===== config.mk =====
export PLATFORM = sky130hd
export DESIGN_NAME = ipfs_top
export DESIGN_NICKNAME = d
export VERILOG_FILES = /design/src/rtl/ipfs_pkg.sv /design/src/rtl/ipfs_pin_decode.sv /design/src/rtl/ipfs_top.sv
export SDC_FILE = /design/constraint.sdc
export NUM_CORES = 1
export LEC_CHECK = 0
export BUFFER_PORTS_ARGS = -buffer_cell sky130_fd_sc_hd__buf_2
export CAP_MARGIN = 5
export CORE_ASPECT_RATIO = 1.4
export CORE_UTILIZATION = 50
export DETAILED_ROUTE_END_ITERATION = 8
export PLACE_DENSITY = 0.75
export SLEW_MARGIN = 20
export SYNTH_ARGS = -nofsm -noshare
export SYNTH_HDL_FRONTEND = slang
export SYNTH_SLANG_ARGS = --single-unit

===== constraint.sdc =====
create_clock -name clk_sys -period 3.5 [get_ports clk_sys]
set_input_delay 0.175 -clock clk_sys [delete_from_list [all_inputs] [get_ports clk_sys]]
set_output_delay 0.175 -clock clk_sys [all_outputs]
set_load 0.005 [all_outputs]

===== src/rtl/ipfs_pkg.sv =====
package ipfs_pkg;
	// ==========================================================
	// register map
	localparam logic [7:0] IPFS_ADDR_CONFIG_A = 8'h2b;
	localparam logic [7:0] IPFS_ADDR_CONFIG_B = 8'h2c;
	localparam logic [7:0] IPFS_ADDR_MONITOR = 8'h2f;
	localparam logic [7:0] IPFS_CONFIG_RESET = 8'h00;
	localparam logic [7:0] IPFS_CONFIG_WMASK = 8'h77;
	// ==========================================================
	// field positions
	localparam int IPFS_HI_FIELD_LSB = 4;
	localparam int IPFS_LO_FIELD_LSB = 0;
	localparam int IPFS_MON_PIN1_BIT = 7;
	localparam int IPFS_NUM_PINS = 4;
	// ==========================================================
	// pin function encoding
	typedef enum logic [2:0] {
		IPFS_FN_DISABLED = 3'h0,
		IPFS_FN_GENERAL = 3'h1,
		IPFS_FN_MCLK = 3'h2,
		IPFS_FN_DAISY = 3'h3,
		IPFS_FN_PDM12 = 3'h4,
		IPFS_FN_PDM34 = 3'h5,
		IPFS_FN_PDM56 = 3'h6,
		IPFS_FN_PDM78 = 3'h7
	} ipfs_func_t;
endpackage : ipfs_pkg


===== src/rtl/ipfs_pin_decode.sv =====
`timescale 1ns/1ps
// one pin: decode its function field into per-use qualified levels
module ipfs_pin_decode
	import ipfs_pkg::*;
(
	// selection
	input wire logic [2:0] func,
	input wire logic pin_level,
	// qualified uses
	output logic use_general,
	output logic use_mclk,
	output logic use_daisy,
	output logic [3:0] use_pdm
);
	always_comb begin
		use_general = 1'b0;
		use_mclk = 1'b0;
		use_daisy = 1'b0;
		use_pdm = 4'h0;
		case (ipfs_func_t'(func))
			IPFS_FN_DISABLED: begin
				use_general = 1'b0;
			end
			IPFS_FN_GENERAL: use_general = pin_level;
			IPFS_FN_MCLK: use_mclk = pin_level;
			IPFS_FN_DAISY: use_daisy = pin_level;
			IPFS_FN_PDM12: use_pdm[0] = pin_level;
			IPFS_FN_PDM34: use_pdm[1] = pin_level;
			IPFS_FN_PDM56: use_pdm[2] = pin_level;
			IPFS_FN_PDM78: use_pdm[3] = pin_level;
			default: use_general = 1'b0;
		endcase
	end
endmodule : ipfs_pin_decode


===== src/rtl/ipfs_top.sv =====
`timescale 1ns/1ps
// Contract
// pin one function from config_a bits 6-4
// pin two function from config_a bits 2-0
// pin three function from config_b bits 6-4
// values 4-7 select density data pairs
// both config registers reset to zero
// bits 7 and 3 read zero
// pin four function from config_b bits 2-0
// general input level readable in monitor
// disabled pin feeds nothing, monitor zero
module ipfs_top
	import ipfs_pkg::*;
(
	// clock and reset
	input wire logic clk_sys,
	input wire logic rst,
	// control port register access
	input wire logic reg_wr,
	input wire logic reg_rd,
	input wire logic [7:0] reg_addr,
	input wire logic [7:0] reg_wdata,
	output logic [7:0] reg_rdata,
	// multiplexed input pins
	input wire logic input_pin_one,
	input wire logic input_pin_two,
	input wire logic input_pin_three,
	input wire logic input_pin_four,
	// routed functions
	output logic mclk_in,
	output logic daisy_chain_serial_input,
	output logic density_data_ch12,
	output logic density_data_ch34,
	output logic density_data_ch56,
	output logic density_data_ch78,
	// current field values
	output logic [2:0] pin_one_function,
	output logic [2:0] pin_two_function,
	output logic [2:0] pin_three_function,
	output logic [2:0] pin_four_function
);
	// ==========================================================
	// write decode
	// only the two config addresses take writes; the monitor and any
	// other address ignore them, so a stray write cannot disturb routing
	// a held strobe just rewrites the same value each cycle
	logic wr_config_a;
	logic wr_config_b;

	assign wr_config_a = reg_wr && (reg_addr == IPFS_ADDR_CONFIG_A);
	assign wr_config_b = reg_wr && (reg_addr == IPFS_ADDR_CONFIG_B);

	// ==========================================================
	// configuration registers
	logic [7:0] input_pin_config_a_reg;
	logic [7:0] input_pin_config_b_reg;

	// reserved bits masked off on write so they always read zero
	// reset leaves every pin disabled until software writes a field
	always_ff @(posedge clk_sys or posedge rst) begin
		if (rst) begin
			input_pin_config_a_reg <= IPFS_CONFIG_RESET;
		end else if (wr_config_a) begin
			input_pin_config_a_reg <= reg_wdata & IPFS_CONFIG_WMASK;
		end
	end

	// same layout for the second register, pins three and four
	always_ff @(posedge clk_sys or posedge rst) begin
		if (rst) begin
			input_pin_config_b_reg <= IPFS_CONFIG_RESET;
		end else if (wr_config_b) begin
			input_pin_config_b_reg <= reg_wdata & IPFS_CONFIG_WMASK;
		end
	end

	// ==========================================================
	// per-pin decode
	logic [2:0] func [IPFS_NUM_PINS];
	logic [IPFS_NUM_PINS-1:0] pins;
	logic [IPFS_NUM_PINS-1:0] gen_lvl;
	logic [IPFS_NUM_PINS-1:0] mclk_lvl;
	logic [IPFS_NUM_PINS-1:0] daisy_lvl;
	logic [3:0] pdm_lvl [IPFS_NUM_PINS];
	logic [7:0] input_level_monitor;

	assign func[0] = input_pin_config_a_reg[IPFS_HI_FIELD_LSB +: 3];
	assign func[1] = input_pin_config_a_reg[IPFS_LO_FIELD_LSB +: 3];
	assign func[2] = input_pin_config_b_reg[IPFS_HI_FIELD_LSB +: 3];
	assign func[3] = input_pin_config_b_reg[IPFS_LO_FIELD_LSB +: 3];
	// pins are taken as already synchronous to clk_sys; a pin driven
	// from another clock must be synchronised before it reaches here
	assign pins = {input_pin_four, input_pin_three, input_pin_two, input_pin_one};

	genvar gi;
	generate
		for (gi = 0; gi < IPFS_NUM_PINS; gi++) begin : g_pin
			ipfs_pin_decode u_dec (
				.func(func[gi]),
				.pin_level(pins[gi]),
				.use_general(gen_lvl[gi]),
				.use_mclk(mclk_lvl[gi]),
				.use_daisy(daisy_lvl[gi]),
				.use_pdm(pdm_lvl[gi])
			);
			// monitor bit: pin one at the top, later pins below it
			assign input_level_monitor[IPFS_MON_PIN1_BIT - gi] = gen_lvl[gi];
		end
	endgenerate

	// ==========================================================
	// use collection
	// several pins on one use are or-ed; software should not select that
	logic [3:0] pdm_any;
	genvar gc;

	generate
		for (gc = 0; gc < 4; gc++) begin : g_pair
			assign pdm_any[gc] = pdm_lvl[0][gc] | pdm_lvl[1][gc] | pdm_lvl[2][gc] | pdm_lvl[3][gc];
		end
	endgenerate

	// ==========================================================
	// input level monitor
	// levels are taken live at the read edge, not latched, so software
	// sees each general input as it stands when the read is taken
	// low nibble is reserved and reads zero
	assign input_level_monitor[IPFS_MON_PIN1_BIT - IPFS_NUM_PINS:0] = '0;

	// ==========================================================
	// clock and serial uses
	// registered so a routing change cannot glitch the downstream clock
	// or serial path; a clock on a pin is resampled by clk_sys, so only
	// clocks well below half of clk_sys pass through faithfully
	always_ff @(posedge clk_sys or posedge rst) begin
		if (rst) begin
			mclk_in <= 1'b0;
		end else begin
			mclk_in <= |mclk_lvl;
		end
	end

	always_ff @(posedge clk_sys or posedge rst) begin
		if (rst) begin
			daisy_chain_serial_input <= 1'b0;
		end else begin
			daisy_chain_serial_input <= |daisy_lvl;
		end
	end

	// ==========================================================
	// density data uses
	// channels pair up as 1-2, 3-4, 5-6 and 7-8, one data line each
	always_ff @(posedge clk_sys or posedge rst) begin
		if (rst) begin
			density_data_ch12 <= 1'b0;
			density_data_ch34 <= 1'b0;
			density_data_ch56 <= 1'b0;
			density_data_ch78 <= 1'b0;
		end else begin
			density_data_ch12 <= pdm_any[0];
			density_data_ch34 <= pdm_any[1];
			density_data_ch56 <= pdm_any[2];
			density_data_ch78 <= pdm_any[3];
		end
	end

	// ==========================================================
	// field observation
	// each field is shown one cycle after its register, in step with the uses
	always_ff @(posedge clk_sys or posedge rst) begin
		if (rst) begin
			pin_one_function <= 3'h0;
		end else begin
			pin_one_function <= func[0];
		end
	end

	always_ff @(posedge clk_sys or posedge rst) begin
		if (rst) begin
			pin_two_function <= 3'h0;
		end else begin
			pin_two_function <= func[1];
		end
	end

	always_ff @(posedge clk_sys or posedge rst) begin
		if (rst) begin
			pin_three_function <= 3'h0;
		end else begin
			pin_three_function <= func[2];
		end
	end

	always_ff @(posedge clk_sys or posedge rst) begin
		if (rst) begin
			pin_four_function <= 3'h0;
		end else begin
			pin_four_function <= func[3];
		end
	end

	// ==========================================================
	// register read
	// read data registered; unmapped addresses read zero
	// a read in the same cycle as a write returns the old value
	// monitor is read only; writes to its address fall through the decode
	always_ff @(posedge clk_sys or posedge rst) begin
		if (rst) begin
			reg_rdata <= 8'h00;
		end else if (reg_rd) begin
			case (reg_addr)
				IPFS_ADDR_CONFIG_A: reg_rdata <= input_pin_config_a_reg;
				IPFS_ADDR_CONFIG_B: reg_rdata <= input_pin_config_b_reg;
				IPFS_ADDR_MONITOR: reg_rdata <= input_level_monitor;
				default: reg_rdata <= 8'h00;
			endcase
		end
	end
endmodule : ipfs_top


==> flow_summary.json <==
{
  "gp_congestion": 0.889,
  "syn2layout_area_growth_pct": 24.1,
  "finClkSkew_ps": 5.46,
  "critPathLaunchType": "flip-flop",
  "port_buffers": 46,
  "slew_viol_final": 0,
  "core.rowCount": 24,
  "largest_register_ffs": 7,
  "critical_path_required_ps": 3640,
  "dp_hpwl_mm": 2.62,
  "hold_viol": 0,
  "grt_pass1_wl_mm": 6.47,
  "worst_hold_slack_ps": 127,
  "utilization": 0.665,
  "postCtsSetupBuffers": 0,
  "crit_path_max_fanout": 10,
  "pre_cts_slack_ps": 1950,
  "clock-sinks": 37,
  "status": "finished clean",
  "ir_drop_uv": 382,
  "dieArea_um2": 3650,
  "ant_nets": 0,
  "path_cells": "and4bb_2 > a211oi_1 > o22ai_1",
  "p_leak_uw": 0.00106,
  "die_w_um": 51.4,
  "io_pins": 50,
  "postCtsHoldBufs": 1,
  "hold_path_class": "primary input to flip-flop",
  "netlist_instances": 125,
  "reg2reg_depth": 3,
  "period_needed_ps": 1370,
  "antenna_found_initial": 0,
  "viasPerCell": 6.22,
  "synth_top_area_share": 0.543,
  "yosysWarnings": 0,
  "cts_resized": 0,
  "root_buffer": "clkbuf_8",
  "r2r-end": "reg_rdata[6]",
  "max_clock_freq_ghz": 0.732,
  "wire_per_inst_um": 17.9,
  "grt_usage": 0.242,
  "grt_max_degree": 38,
  "synth_largest_area_cell": "dfrtp_1",
  "clk_latency_ps": 290,
  "dr_total_vias": 1349,
  "overflow": 0,
  "die_h_um": 71.1,
  "worstSetupEndpointType": "flip-flop",
  "syn-cell-area_um2": 1710,
  "cts-htree-levels": 2,
  "fin_crit_sh": 0.390,
  "drt_iter0_markers": 81,
  "synthTopCellsByCount": "dfrtp_1, nand4b_1, nor4bb_1",
  "holdPathEnd": "input_pin_config_a_reg[4]",
  "cpMaxStageDelayCell": "dfrtp_1",
  "setup_viol": 0,
  "synthMostInstantiatedCell": "dfrtp_1",
  "path_clk_slew_ps": 80,
  "fin_nets": 201,
  "syn_area_per_cell_um2": 13.6,
  "totalPowerFinal_uw": 979,
  "cts_max_path_buffers": 2,
  "hold_depth": 2,
  "r2r_setup_slack_ps": 2130,
  "grt_pass1_vias": 1314,
  "synth-edff-count": 0,
  "setup_ws_ps": 2130,
  "hp-start": "reg_wdata[4]",
  "drive_gt1_frac": 0.433,
  "critical_path_class": "flip-flop to flip-flop",
  "cp.arrival_ps": 1510,
  "max_stage_delay_ps": 520,
  "rr_startpoint": "input_pin_config_b_reg[6]",
  "ys_top_cells_by_area": "dfrtp_1, nor4bb_1, nand4b_1",
  "start_util": 0.536,
  "p_per_area_nw_per_um2": 462,
  "first_pass_iters": 4,
  "ys_types": 31,
  "synth-seq-cells": 37,
  "rsz0062_at_grt": "false",
  "remaining_drc_errors": 0,
  "synthFlopType": "dfrtp_1",
  "core_region_area_um2": 3180,
  "synth_nets": 149,
  "antennaDiodeCount": 0,
  "drt_wl_total_mm": 3.88,
  "tritoncts": "done",
  "synthArstFlopShare": 1.00,
  "cts_made_buffers": 5,
  "yosysSeqAreaShare": 0.543,
  "setup_tns_ps": 0,
  "drv_cap": 0
}
==> how the worst max path moves through the flow <==
stage / end / cells after the start / slack, ps / startpoint
6_report: reg_rdata[6] / 3 / 2130 / input_pin_config_b_reg[6]
5_1_grt: reg_rdata[6] / 3 / 2090 / input_pin_config_b_reg[6]
4_1_cts: density_data_ch12 / 2 / 2160 / input_pin_config_a_reg[6]
3_5_place_dp: input_pin_config_a_reg[1] / 4 / 1950 / reg_addr[2]
3_3_place_gp: input_pin_config_a_reg[4] / 4 / 2000 / reg_addr[2]
2_1_floorplan: input_pin_config_a_reg[0] / 4 / 2290 / reg_addr[4]
==> per-layer routing <==
layer	GRT usage	wire [um]	vias to the layer above
met2	0.395	1990	89
li1	-	-	603
met5	0	0	-
met4	0.0961	67	0
met3	0.0516	300	8
met1	0.308	1520	649
==> kinds of logic after synthesis <==
group / count (synthesis) / share of synthesized area
flops: 37 / 0.543
buf+inv: 10 / 0.0286
compound gates: 14 / 0.0580
other cells: 1 / 0.00220
simple gates: 50 / 0.270
mux: 13 / 0.0983
==> power by group <==
part | internal (uW) | leakage [uW] | switching (uW) | total, uW
sequential | 442 | 0.000512 | 21.7 | 464
combinational | 37.0 | 0.000475 | 34.5 | 71.5
clock | 287 | 0.0000687 | 157 | 443
total | 766 | 0.00106 | 213 | 979
==> final cells by class <==
| cell class | instances | area (um2) |
|---|---|---|
| clock buffers | 5 | 68.8 |
| clock inverters | 3 | 68.8 |
| fillers | 263 | 1070 |
| inverters | 7 | 26.3 |
| multi-input cells | 78 | 731 |
| flip-flops and latches | 37 | 926 |
| well taps | 39 | 48.8 |
| repair buffers | 48 | 248 |
==> critical path, delay by kind of cell, from the launching register on <==
family	cells	cell delay (ps)
DFF	1	520
and+or+nand+nor	1	300
AOI/OAI and AO/OA	2	400
==> per-stage QoR <==
| step | area (um2) | std cells |
|---|---|---|
| floorplan | 1710 | 125 |
| global placement | 1970 | 208 |
| detailed placement | 1970 | 208 |
| CTS | 2120 | 217 |
| global route | 2120 | 217 |
| finish | 2120 | 217 |
==> placed cells by master, fill, tap and decap left out <==
cell type,count
buf_2,46
dfrtp_1,37
nand4b_1,12
nor4bb_1,11
nand4_1,9
inv_1,7
mux2_4,6
mux2_2,6
a22oi_1,5
o22ai_1,5
clkbuf_8,5
nor3b_4,2
or4_1,2
and4bb_2,2
and4b_2,2
a211oi_1,2
bufinv_16,2
and3b_4,1
and2b_1,1
and4_1,1
nand4_4,1
nand2_1,1
nor3_1,1
and3_2,1
mux2i_1,1
and2_2,1
and3b_1,1
o211ai_1,1
nand2b_1,1
a21boi_0,1
conb_1,1
inv_6,1
dlygate4sd3_1,1
buf_4,1
Power figures use the tool's default switching activity.
